`src/rtl/gdrv_consts.svh`:
```
// Register offsets, field positions, reset values and frame constants of the fault status block
// Summary of operation
// - Phase U ground short sets bit 5, disables.
// - Phase U supply short sets bit 6, disables.
// - Phase V short counter trigger latches bit 8.
// - Phase V ground short sets bit 9, disables.
// - Phase V supply short sets bit 10, disables.
// - Phase W short counter trigger latches bit 12.
// - Phase W ground short sets bit 13, disables.
// - Phase W supply short sets bit 14, disables.
// - Fault output is OR of all flags.
// - Readback bits 0-6: gate inputs, driver enable.
// - Readback bits 31-24 hold silicon version.
// - Fuse register write sends 16 bits, one strobe.
// - Writing one clears flag; zero keeps it.
// - Driver enable off-on clears all flags.
// - Flag clear alone never re-enables transistor.
// - Phase U short counter latches bit 4.
`ifndef GDRV_CONSTS_SVH
`define GDRV_CONSTS_SVH

// ---------------------------------------------------------------
// Register offsets
// ---------------------------------------------------------------
`define GDRV_ADDR_FLAGS 7'h01
`define GDRV_ADDR_READBACK 7'h04
`define GDRV_ADDR_FUSE 7'h06

// ---------------------------------------------------------------
// Flag field positions
// ---------------------------------------------------------------
`define GDRV_FLG_CNT_U 4
`define GDRV_FLG_GND_U 5
`define GDRV_FLG_SUP_U 6
`define GDRV_FLG_CNT_V 8
`define GDRV_FLG_GND_V 9
`define GDRV_FLG_SUP_V 10
`define GDRV_FLG_CNT_W 12
`define GDRV_FLG_GND_W 13
`define GDRV_FLG_SUP_W 14

// ---------------------------------------------------------------
// Masks and reset values
// ---------------------------------------------------------------
`define GDRV_FLAGS_HELD 15'h7770
`define GDRV_FLAGS_SHORT 15'h6660
`define GDRV_FLAGS_RST 15'h0000
`define GDRV_BLOCK_RST 6'h00
`define GDRV_VERSION_DEF 8'h01

// ---------------------------------------------------------------
// Serial frame
// ---------------------------------------------------------------
`define GDRV_FRAME_BITS 6'd40
`define GDRV_FRAME_WR_BIT 39

`endif

```
`src/rtl/gdrv_pkg.sv`:
```
// Types shared by the fault status block and its serial port
package gdrv_pkg;

	// Index 0 is phase U, 1 is V, 2 is W
	typedef struct packed {
		logic [2:0] gnd;
		logic [2:0] sup;
		logic [2:0] cnt;
	} short_evt_s;

	typedef struct packed {
		logic wr;
		logic rd;
		logic [6:0] addr;
		logic [31:0] wdata;
	} spi_req_s;

	typedef struct packed {
		logic [2:0] c1;
		logic [2:0] c2;
		logic [2:0] c3;
		logic [2:0] cf;
		logic [39:0] rx;
		logic [39:0] tx;
		logic [5:0] cnt;
		logic [31:0] hold;
		spi_req_s req;
	} spi_state_s;

	typedef struct packed {
		logic [6:0] p1;
		logic [6:0] p2;
		logic [6:0] p3;
		logic [6:0] pins;
		logic en_prev;
		logic [14:0] flags;
		logic [5:0] block;
		logic fuse_stb;
		logic [15:0] fuse_data;
	} top_state_s;

endpackage

```
`src/rtl/gdrv_spi_port.sv`:
```
// Serial register port: 40-bit frames, read data returned in the next frame
`timescale 1ns/100ps
`include "gdrv_consts.svh"

module gdrv_spi_port (
	// Clock and reset
	input wire logic clk_in,
	input wire logic rst_in,
	// Serial pins
	input wire logic sck_in,
	input wire logic csn_in,
	input wire logic sdi_in,
	output logic sdo_out,
	output logic sdo_oe_n_out,
	// Register side
	input wire logic [7:0] status_in,
	input wire logic [31:0] rdata_in,
	output gdrv_pkg::spi_req_s req_out
);

	gdrv_pkg::spi_state_s st_r;
	gdrv_pkg::spi_state_s st_nxt;
	logic sck_rise;
	logic sck_fall;
	logic cs_fall;
	logic cs_rise;

	// ---------------------------------------------------------------
	// Next state
	// ---------------------------------------------------------------
	always_comb begin
		st_nxt = st_r;
		st_nxt.c1 = {sdi_in, csn_in, sck_in};
		st_nxt.c2 = st_r.c1;
		st_nxt.c3 = st_r.c2;
		// A level only counts once the two late stages agree
		for (int i = 0; i < 3; i++) begin
			if (st_r.c2[i] == st_r.c3[i]) begin
				st_nxt.cf[i] = st_r.c3[i];
			end
		end
		sck_rise = !st_r.cf[0] && st_nxt.cf[0];
		sck_fall = st_r.cf[0] && !st_nxt.cf[0];
		cs_fall = st_r.cf[1] && !st_nxt.cf[1];
		cs_rise = !st_r.cf[1] && st_nxt.cf[1];
		st_nxt.req.wr = 1'b0;
		st_nxt.req.rd = 1'b0;
		if (st_r.req.rd) begin
			st_nxt.hold = rdata_in;
		end
		if (cs_fall) begin
			st_nxt.cnt = 6'd0;
			st_nxt.tx = {status_in, st_r.hold};
		end else if (!st_nxt.cf[1]) begin
			if (sck_rise) begin
				st_nxt.rx = {st_r.rx[38:0], st_nxt.cf[2]};
				if (st_r.cnt != 6'h3f) begin
					st_nxt.cnt = 6'(st_r.cnt + 6'd1);
				end
			end
			// Mode 3: first falling edge comes before any sample, so keep the MSB
			if (sck_fall && st_r.cnt != 6'd0) begin
				st_nxt.tx = {st_r.tx[38:0], 1'b0};
			end
		end
		// Frames of any other length are dropped whole
		if (cs_rise && st_r.cnt == `GDRV_FRAME_BITS) begin
			st_nxt.req.addr = st_r.rx[38:32];
			st_nxt.req.wdata = st_r.rx[31:0];
			st_nxt.req.wr = st_r.rx[`GDRV_FRAME_WR_BIT];
			st_nxt.req.rd = !st_r.rx[`GDRV_FRAME_WR_BIT];
		end
	end

	always_ff @(posedge clk_in or posedge rst_in) begin
		if (rst_in) begin
			st_r <= '0;
			st_r.c1 <= 3'h3;
			st_r.c2 <= 3'h3;
			st_r.c3 <= 3'h3;
			st_r.cf <= 3'h3;
		end else begin
			st_r <= st_nxt;
		end
	end

	assign sdo_out = st_r.tx[39];
	assign sdo_oe_n_out = st_r.cf[1];
	assign req_out = st_r.req;

endmodule

```
`src/rtl/gate_driver_fault_status_regs.sv`:
```
// Global fault flags, input readback and fuse programming entry of the gate driver
`timescale 1ns/100ps
`include "gdrv_consts.svh"

module gate_driver_fault_status_regs #(
	// Arbitrary value, not tied to any real silicon
	parameter logic [7:0] VERSION_CODE = `GDRV_VERSION_DEF
) (
	// Clock and reset
	input wire logic CLK_IN,
	input wire logic RST_IN,
	// Serial host port
	input wire logic SCK_IN,
	input wire logic CSN_IN,
	input wire logic SDI_IN,
	output logic SDO_OUT,
	output logic SDO_OE_N_OUT,
	// Gate control pins
	input wire logic PHASE_U_LOW_GATE_IN,
	input wire logic PHASE_U_HIGH_GATE_IN,
	input wire logic PHASE_V_LOW_GATE_IN,
	input wire logic PHASE_V_HIGH_GATE_IN,
	input wire logic PHASE_W_LOW_GATE_IN,
	input wire logic PHASE_W_HIGH_GATE_IN,
	input wire logic DRV_EN_IN,
	// Detector events and comparators
	input wire gdrv_pkg::short_evt_s SHORT_EVT_IN,
	input wire logic [3:0] OVERTEMP_CMP_IN,
	// Protection outputs
	output logic FAULT_STATUS_OUT,
	output logic DRIVER_DISABLE_OUT,
	output logic [5:0] GATE_BLOCK_OUT,
	// Fuse programming
	output logic FUSE_PROG_STROBE_OUT,
	output logic [15:0] FUSE_PROG_DATA_OUT
);

	gdrv_pkg::top_state_s st_r;
	gdrv_pkg::top_state_s st_nxt;
	gdrv_pkg::spi_req_s req;
	logic [31:0] rdata;
	logic [14:0] set_vec;
	logic [14:0] clr_vec;
	logic [5:0] blk_set;
	logic drv_rise;

	function automatic logic [31:0] read_mux(input logic [6:0] addr, input logic [14:0] flags,
			input logic [6:0] pins, input logic [3:0] ot, input logic [7:0] ver);
		logic [31:0] d;
		d = 32'h0000_0000;
		if (addr == `GDRV_ADDR_FLAGS) begin
			d = {17'h00000, flags};
		end else if (addr == `GDRV_ADDR_READBACK) begin
			d = {ver, 12'h000, ot, 1'b0, pins};
		end
		return d;
	endfunction

	// ---------------------------------------------------------------
	// Serial port
	// ---------------------------------------------------------------
	gdrv_spi_port u_spi (
		.clk_in(CLK_IN),
		.rst_in(RST_IN),
		.sck_in(SCK_IN),
		.csn_in(CSN_IN),
		.sdi_in(SDI_IN),
		.sdo_out(SDO_OUT),
		.sdo_oe_n_out(SDO_OE_N_OUT),
		.status_in({6'h00, DRIVER_DISABLE_OUT, FAULT_STATUS_OUT}),
		.rdata_in(rdata),
		.req_out(req)
	);

	assign rdata = read_mux(req.addr, st_r.flags, st_r.pins, OVERTEMP_CMP_IN, VERSION_CODE);

	// ---------------------------------------------------------------
	// Next state
	// ---------------------------------------------------------------
	always_comb begin
		st_nxt = st_r;
		st_nxt.p1 = {DRV_EN_IN, PHASE_W_HIGH_GATE_IN, PHASE_W_LOW_GATE_IN, PHASE_V_HIGH_GATE_IN,
			PHASE_V_LOW_GATE_IN, PHASE_U_HIGH_GATE_IN, PHASE_U_LOW_GATE_IN};
		st_nxt.p2 = st_r.p1;
		st_nxt.p3 = st_r.p2;
		for (int i = 0; i < 7; i++) begin
			if (st_r.p2[i] == st_r.p3[i]) begin
				st_nxt.pins[i] = st_r.p3[i];
			end
		end
		st_nxt.en_prev = st_r.pins[6];
		drv_rise = st_r.pins[6] && !st_r.en_prev;

		set_vec = 15'h0000;
		set_vec[`GDRV_FLG_CNT_U] = SHORT_EVT_IN.cnt[0];
		set_vec[`GDRV_FLG_GND_U] = SHORT_EVT_IN.gnd[0];
		set_vec[`GDRV_FLG_SUP_U] = SHORT_EVT_IN.sup[0];
		set_vec[`GDRV_FLG_CNT_V] = SHORT_EVT_IN.cnt[1];
		set_vec[`GDRV_FLG_GND_V] = SHORT_EVT_IN.gnd[1];
		set_vec[`GDRV_FLG_SUP_V] = SHORT_EVT_IN.sup[1];
		set_vec[`GDRV_FLG_CNT_W] = SHORT_EVT_IN.cnt[2];
		set_vec[`GDRV_FLG_GND_W] = SHORT_EVT_IN.gnd[2];
		set_vec[`GDRV_FLG_SUP_W] = SHORT_EVT_IN.sup[2];

		clr_vec = 15'h0000;
		if (req.wr && req.addr == `GDRV_ADDR_FLAGS) begin
			clr_vec = req.wdata[14:0];
		end
		if (drv_rise) begin
			clr_vec = 15'h7fff;
		end
		// Set wins over clear so no event is lost; bits not held stay zero
		st_nxt.flags = ((st_r.flags & ~clr_vec) | set_vec) & `GDRV_FLAGS_HELD;

		// Ground short blocks the high side, supply short the low side
		blk_set = {SHORT_EVT_IN.gnd[2], SHORT_EVT_IN.sup[2], SHORT_EVT_IN.gnd[1], SHORT_EVT_IN.sup[1],
			SHORT_EVT_IN.gnd[0], SHORT_EVT_IN.sup[0]};
		// Released only once the host turns that gate input off
		st_nxt.block = (st_r.block & st_r.pins[5:0]) | blk_set;

		st_nxt.fuse_stb = 1'b0;
		if (req.wr && req.addr == `GDRV_ADDR_FUSE) begin
			st_nxt.fuse_stb = 1'b1;
			st_nxt.fuse_data = req.wdata[15:0];
		end
	end

	always_ff @(posedge CLK_IN or posedge RST_IN) begin
		if (RST_IN) begin
			st_r <= '0;
			st_r.flags <= `GDRV_FLAGS_RST;
			st_r.block <= `GDRV_BLOCK_RST;
		end else begin
			st_r <= st_nxt;
		end
	end

	assign FAULT_STATUS_OUT = |st_r.flags;
	assign DRIVER_DISABLE_OUT = |(st_r.flags & `GDRV_FLAGS_SHORT);
	assign GATE_BLOCK_OUT = st_r.block;
	assign FUSE_PROG_STROBE_OUT = st_r.fuse_stb;
	assign FUSE_PROG_DATA_OUT = st_r.fuse_data;
endmodule

```
`config.mk`:
```
export PLATFORM = sky130hd
export DESIGN_NAME = gate_driver_fault_status_regs
export DESIGN_NICKNAME = d
export VERILOG_FILES = /design/src/rtl/gdrv_pkg.sv /design/src/rtl/gdrv_spi_port.sv /design/src/rtl/gate_driver_fault_status_regs.sv
export VERILOG_INCLUDE_DIRS = /design/src /design/src/rtl
export SDC_FILE = /design/constraint.sdc
export NUM_CORES = 1
export LEC_CHECK = 0
export CELL_PAD_IN_SITES_DETAIL_PLACEMENT = 0
export CELL_PAD_IN_SITES_GLOBAL_PLACEMENT = 2
export CORE_ASPECT_RATIO = 1.1
export CORE_MARGIN = 2
export CORE_UTILIZATION = 47
export CTS_BUF_LIST = sky130_fd_sc_hd__clkbuf_8 sky130_fd_sc_hd__clkbuf_16
export CTS_CLUSTER_DIAMETER = 30
export DETAILED_ROUTE_END_ITERATION = 8
export DONT_BUFFER_PORTS = 1
export PLACE_DENSITY = 0.9
export SETUP_SLACK_MARGIN = 0.3
export SLEW_MARGIN = 20
export SYNTH_ARGS = -nofsm -noshare
export SYNTH_HDL_FRONTEND = slang
export SYNTH_SLANG_ARGS = --single-unit
```
`constraint.sdc`:
```
create_clock -name CLK_IN -period 15.2 [get_ports CLK_IN]
set_clock_uncertainty 0.15 [all_clocks]
set_input_delay 2.28 -clock CLK_IN [delete_from_list [all_inputs] [get_ports CLK_IN]]
set_output_delay 2.28 -clock CLK_IN [all_outputs]
set_load 0.1 [all_outputs]
```
# After elaboration in Yosys (flattened, before gate mapping)
# Index checks and enable logic that the tools add are counted.
word_totals:
  regBits: 232
  input_bits: 25
  output_inout_bits: 27
op_classes:
  n_eq_ne: 16
  n_bitwise: 7
  addsub: 1
  muxes: 14
  n_reduce_logical: 24
ops:
  columns: ["operator", "n"]
  rows:
  - ["$mux 46", 2]
  - ["$mux 41", 1]
  - ["$mux 40", 1]
  - ["$mux 32", 1]
  - ["$mux 15", 2]
  - ["$mux 25", 1]
  - ["$mux 17", 1]
  - ["$and 15x15->15", 1]
  - ["$not 15->15", 1]
  - ["$or 15x15->15", 1]
  - ["$eq 7x3->1 const B", 2]
  - ["$mux 6", 2]
  - ["$eq 1x1->1", 10]
  - ["$logic_and 1x1->1", 9]
  - ["$reduce_or 9->1", 1]
  - ["$eq 7x1->1 const B", 1]
  - ["$add 6x1->6 const B", 1]
  - ["$and 6x6->6", 1]
  - ["$eq 6x6->1 const B", 1]
  - ["$logic_not 1->1", 6]
  - ["$ne 6x6->1 const B", 1]
  - ["$or 6x6->6", 1]
  - ["$reduce_and 3->1", 2]
  - ["$reduce_bool 2->1", 3]
  - ["6 further kinds", 9]

# Longest topological paths before layout
logic_depth:
  word_depth: 8
  mapped_depth: 8

# By module
# A second synthesis with hierarchy kept.
unflattened:
  hier_cells: 665
  hier_area_um2: 9645.5
modules_own_cells:
  columns: ["mod", "instances", "area_per_inst_um2", "cells_per_inst"]
  rows:
  - ["gdrv_spi_port", 1, 7203.2, 478]
  - ["gate_driver_fault_status_regs", 1, 2442.3, 187]

# Worst setup path after synthesis
# No wires, ideal clock.
synth_timing:
  path_kind: "flip-flop to output port"
  start: "reg st_r[29] (netlist name)"
  end: "out FAULT_STATUS_OUT"
  arrival_ps: 1519
  stages_incl_launch_ff: 3
  setup_slack_ps: 11251
  required_ps: 12770
  n_path_buf: 0
  cell_sequence: "dfrtp_1 -> nor4_1 -> nand3_1"
synth_between:
  elab_chain_len: 1
synth_lines:
  columns: ["element", "line", "source"]
  rows:
  - ["start, declared", "gate_driver_fault_status_regs.sv:38", "gdrv_pkg::top_state_s st_r;"]
  - ["start signal, assigned", "gate_driver_fault_status_regs.sv:134", "st_r <= st_nxt;"]
  - ["$reduce_or 9->1", "gate_driver_fault_status_regs.sv:138", "assign FAULT_STATUS_OUT = |st_r.flags;"]
  - ["end, declared", "gate_driver_fault_status_regs.sv:30", "output logic FAULT_STATUS_OUT,"]
# Every way passes these cells.

# Worst setup path after layout
layout_timing:
  start: "reg st_r[29] (netlist name)"
  end: "out DRIVER_DISABLE_OUT"
layout_between:
  elab_chain_len: 1
layout_lines:
  columns: ["element", "line", "source"]
  rows:
  - ["$reduce_or 6->1", "gate_driver_fault_status_regs.sv:139", "assign DRIVER_DISABLE_OUT = |(st_r.flags & `GDRV_FLAGS_SHORT);"]
  - ["end, declared", "gate_driver_fault_status_regs.sv:31", "output logic DRIVER_DISABLE_OUT,"]
# Every way passes these cells.

==> results.cfg <==
[cts]
post_cts_buffers = 0
hold_buffers = 0
clkTransAtPathRegs_ns = 0.07
cts_tree = yes
cts_resized = 0
cts_buffer_depth = 2
cts_buffers = 17
htree_num_levels = 4
clk_latency_ns = 0.43
clkSinkCount = 199
cts-root-buf = clkbuf_16

[grt]
grt-ovfl-total = 0
antenna_found_initial = 0
track_usage = 0.1591
grt_pass1_vias = 4252
grt_max_degree = 126
grt_pass1_wl_microns = 21280

[floorplan]
row_count = 48
die_h_microns = 137.0
start_util = 0.4805
core-area_sq_um = 15740
ios = 52
dieWidth_microns = 124.9
die_area_sq_um = 17120

[timing]
hold_ws_ns = 0.1973
slew_headroom = 0.3214
setup_viol = 0
fmax_mhz = 216.3
rsz0062_at_grt = no
period_needed_ns = 4.624
post-route-period-util = 0.3042
finalSetupTns_ns = 0
drv_slew = 0
tightestPinTransition_ns = 1.015
hold_violations = 0

[routing]
vias = 4115
drtPass1Iterations = 4
detail-route-antenna-nets = 0
viasPerCell = 5.337
drt_iter0_drc = 230
drc_errors = 0
routed_wl_microns = 12750
wl_per_cell_microns = 16.54

[synth]
yosysUniqueCellTypes = 44
synth_nets = 607
synth_top_area_cell = dfrtp_1
ys_seq_area_frac = 0.6599
synth.avg_cell_area_sq_um = 13.04
synth_area_sq_um = 7561
synth_cells = 580
synth_edf_count = 0
asyncSetResetFlopFracSynth = 1.000
netlist.area_leader.share = 0.6321
synth-seq-cells = 199
yosys-top-cells-area = dfrtp_1 63%, mux2_2 12%, nand2_1 4.0%
synthFlopType = dfrtp_1
ys_warn_count = 0

[worst_setup_path]
crit_fanout = 3
crit_path_start = st_r[29]$_DFF_PP0_
cp.required_ns = 12.77
cp.arrival_ns = 2.19
startpoint_type = flip-flop
critPathCaptureType = output pin
criticalPathCategory = reg2out
r2r-start = u_spi.st_r[73]$_DFFE_PP0P_

[finish]
final_common_cell = dfrtp_1
multi_input_area_sq_um = 2286
drive_gt1_frac = 0.2452
area_delta_synth_final_pct = 8.787
nFillCells = 1333
diodes = 0
regArea_sq_um = 4990
nNetsFinal = 585
mostFrequentLayoutCells = 191 x dfrtp_1, 81 x nand2_1, 78 x mux2_2

[placement]
port_buffers = 0
hpwl_microns = 8227
gp_congestion = 0.7520

[pwr]
peakVddDrop_v = 0.0001011
power_leakage_uw = 0.003875
p_per_area_nw_per_um2 = 135.1

[outcome]
status = finished clean

[hold_path]
min_from = st_nxt[56]$_DFF_PP0_
hp-class = reg2reg

[run]
cap_violations = 0
cells in the mapped netlist (2+ instances only):
master,n
nor2b_1,8
a31o_2,9
a22o_1,9
a211o_1,3
o21ai_0,2
a221o_1,5
buf_4,25
a21oi_1,59
inv_1,5
nand3_1,5
nor3_1,2
clkbuf_1,16
a21o_1,7
mux2_2,78
and3_1,4
maj3_1,9
dfrtp_1,191
nor2_1,20
dfstp_2,8
a211oi_1,2
ha_1,2
nand2_1,81
and2_1,3
or4_1,2
buf_2,6
per-layer routing:
metal  track usage  vias up  part of all wire
met1        0.2038     2095              0.45
met4       0.07037        0             0.017
met5             0        -                 0
met3       0.04535       17             0.044
met2        0.2556       55              0.49
li1              -     1948                 -
worst paths after layout:
kind / end / slack, ns / cells after the start
max in group asynchronous: u_spi.st_r[42]$_DFFE_PP0P_ / 11.80 / 2
min in group asynchronous: GATE_BLOCK_OUT[0]$_DFF_PP0_ / 1.66 / 1
worst max register to register: u_spi.req_out[5]$_DFFE_PP0P_ / 12.76 / 6
worst max-delay path: DRIVER_DISABLE_OUT / 10.58 / 2
worst min register to register: st_nxt[49]$_DFF_PP0_ / 0.20 / 0
worst min-delay path: st_nxt[49]$_DFF_PP0_ / 0.20 / 0
sequential cells by signal, summed over array words and instances, names as in the netlist:
signal,cells
u_spi.st_r,105
GATE_BLOCK_OUT,6
FUSE_PROG_DATA_OUT,16
u_spi.req_out,25
FUSE_PROG_STROBE_OUT,1
u_spi.sdo_out,1
u_spi.sdo_oe_n_out,1
st_nxt,15
u_spi.st_nxt,6
st_r,23
kinds of logic after synthesis:
kind of cell	synth area share
DFF	0.6599
and+or+nand+nor	0.08076
AOI/OAI and AO/OA	0.08473
muxes	0.1177
buffers and inverters	0.04021
adders and majority gates	0.01671
final cells by class:
class                           instances  area share
Clock inverter                         15     0.02327
Clock buffer                           17     0.05172
Inverter                                6    0.003651
Multi-Input combinational cell        327      0.2779
Tap cell                              200     0.03042
Sequential cell                       199      0.6066
Timing Repair Buffer                    7    0.006389
worst max-delay path, cell delays in order, from the launching register on:
cell     delay (ns)
dfrtp_1        0.39
nor4_1         0.58
nand2_1        0.78
power breakdown:
group	internal [uW]	switching [uW]	total [uW]
clock network	264	203	466
logic	21.4	30.6	52.0
registers	560	32.5	593
through the flow:
stage	utilization	instances	power (uW)	worst slack [ns]	area, sq um
3_5_place_dp	0.4832	739	656.7	10.91	7604
4_1_cts	0.5224	771	1123	10.44	8220
6_report	0.5227	771	1111	10.58	8225
3_3_place_gp	0.4832	739	652.4	10.90	7604
2_1_floorplan	-	580	641.5	7.358	7561
5_1_grt	0.5227	771	1152	10.57	8225
Note: power is estimated with default switching activity, not from simulation.
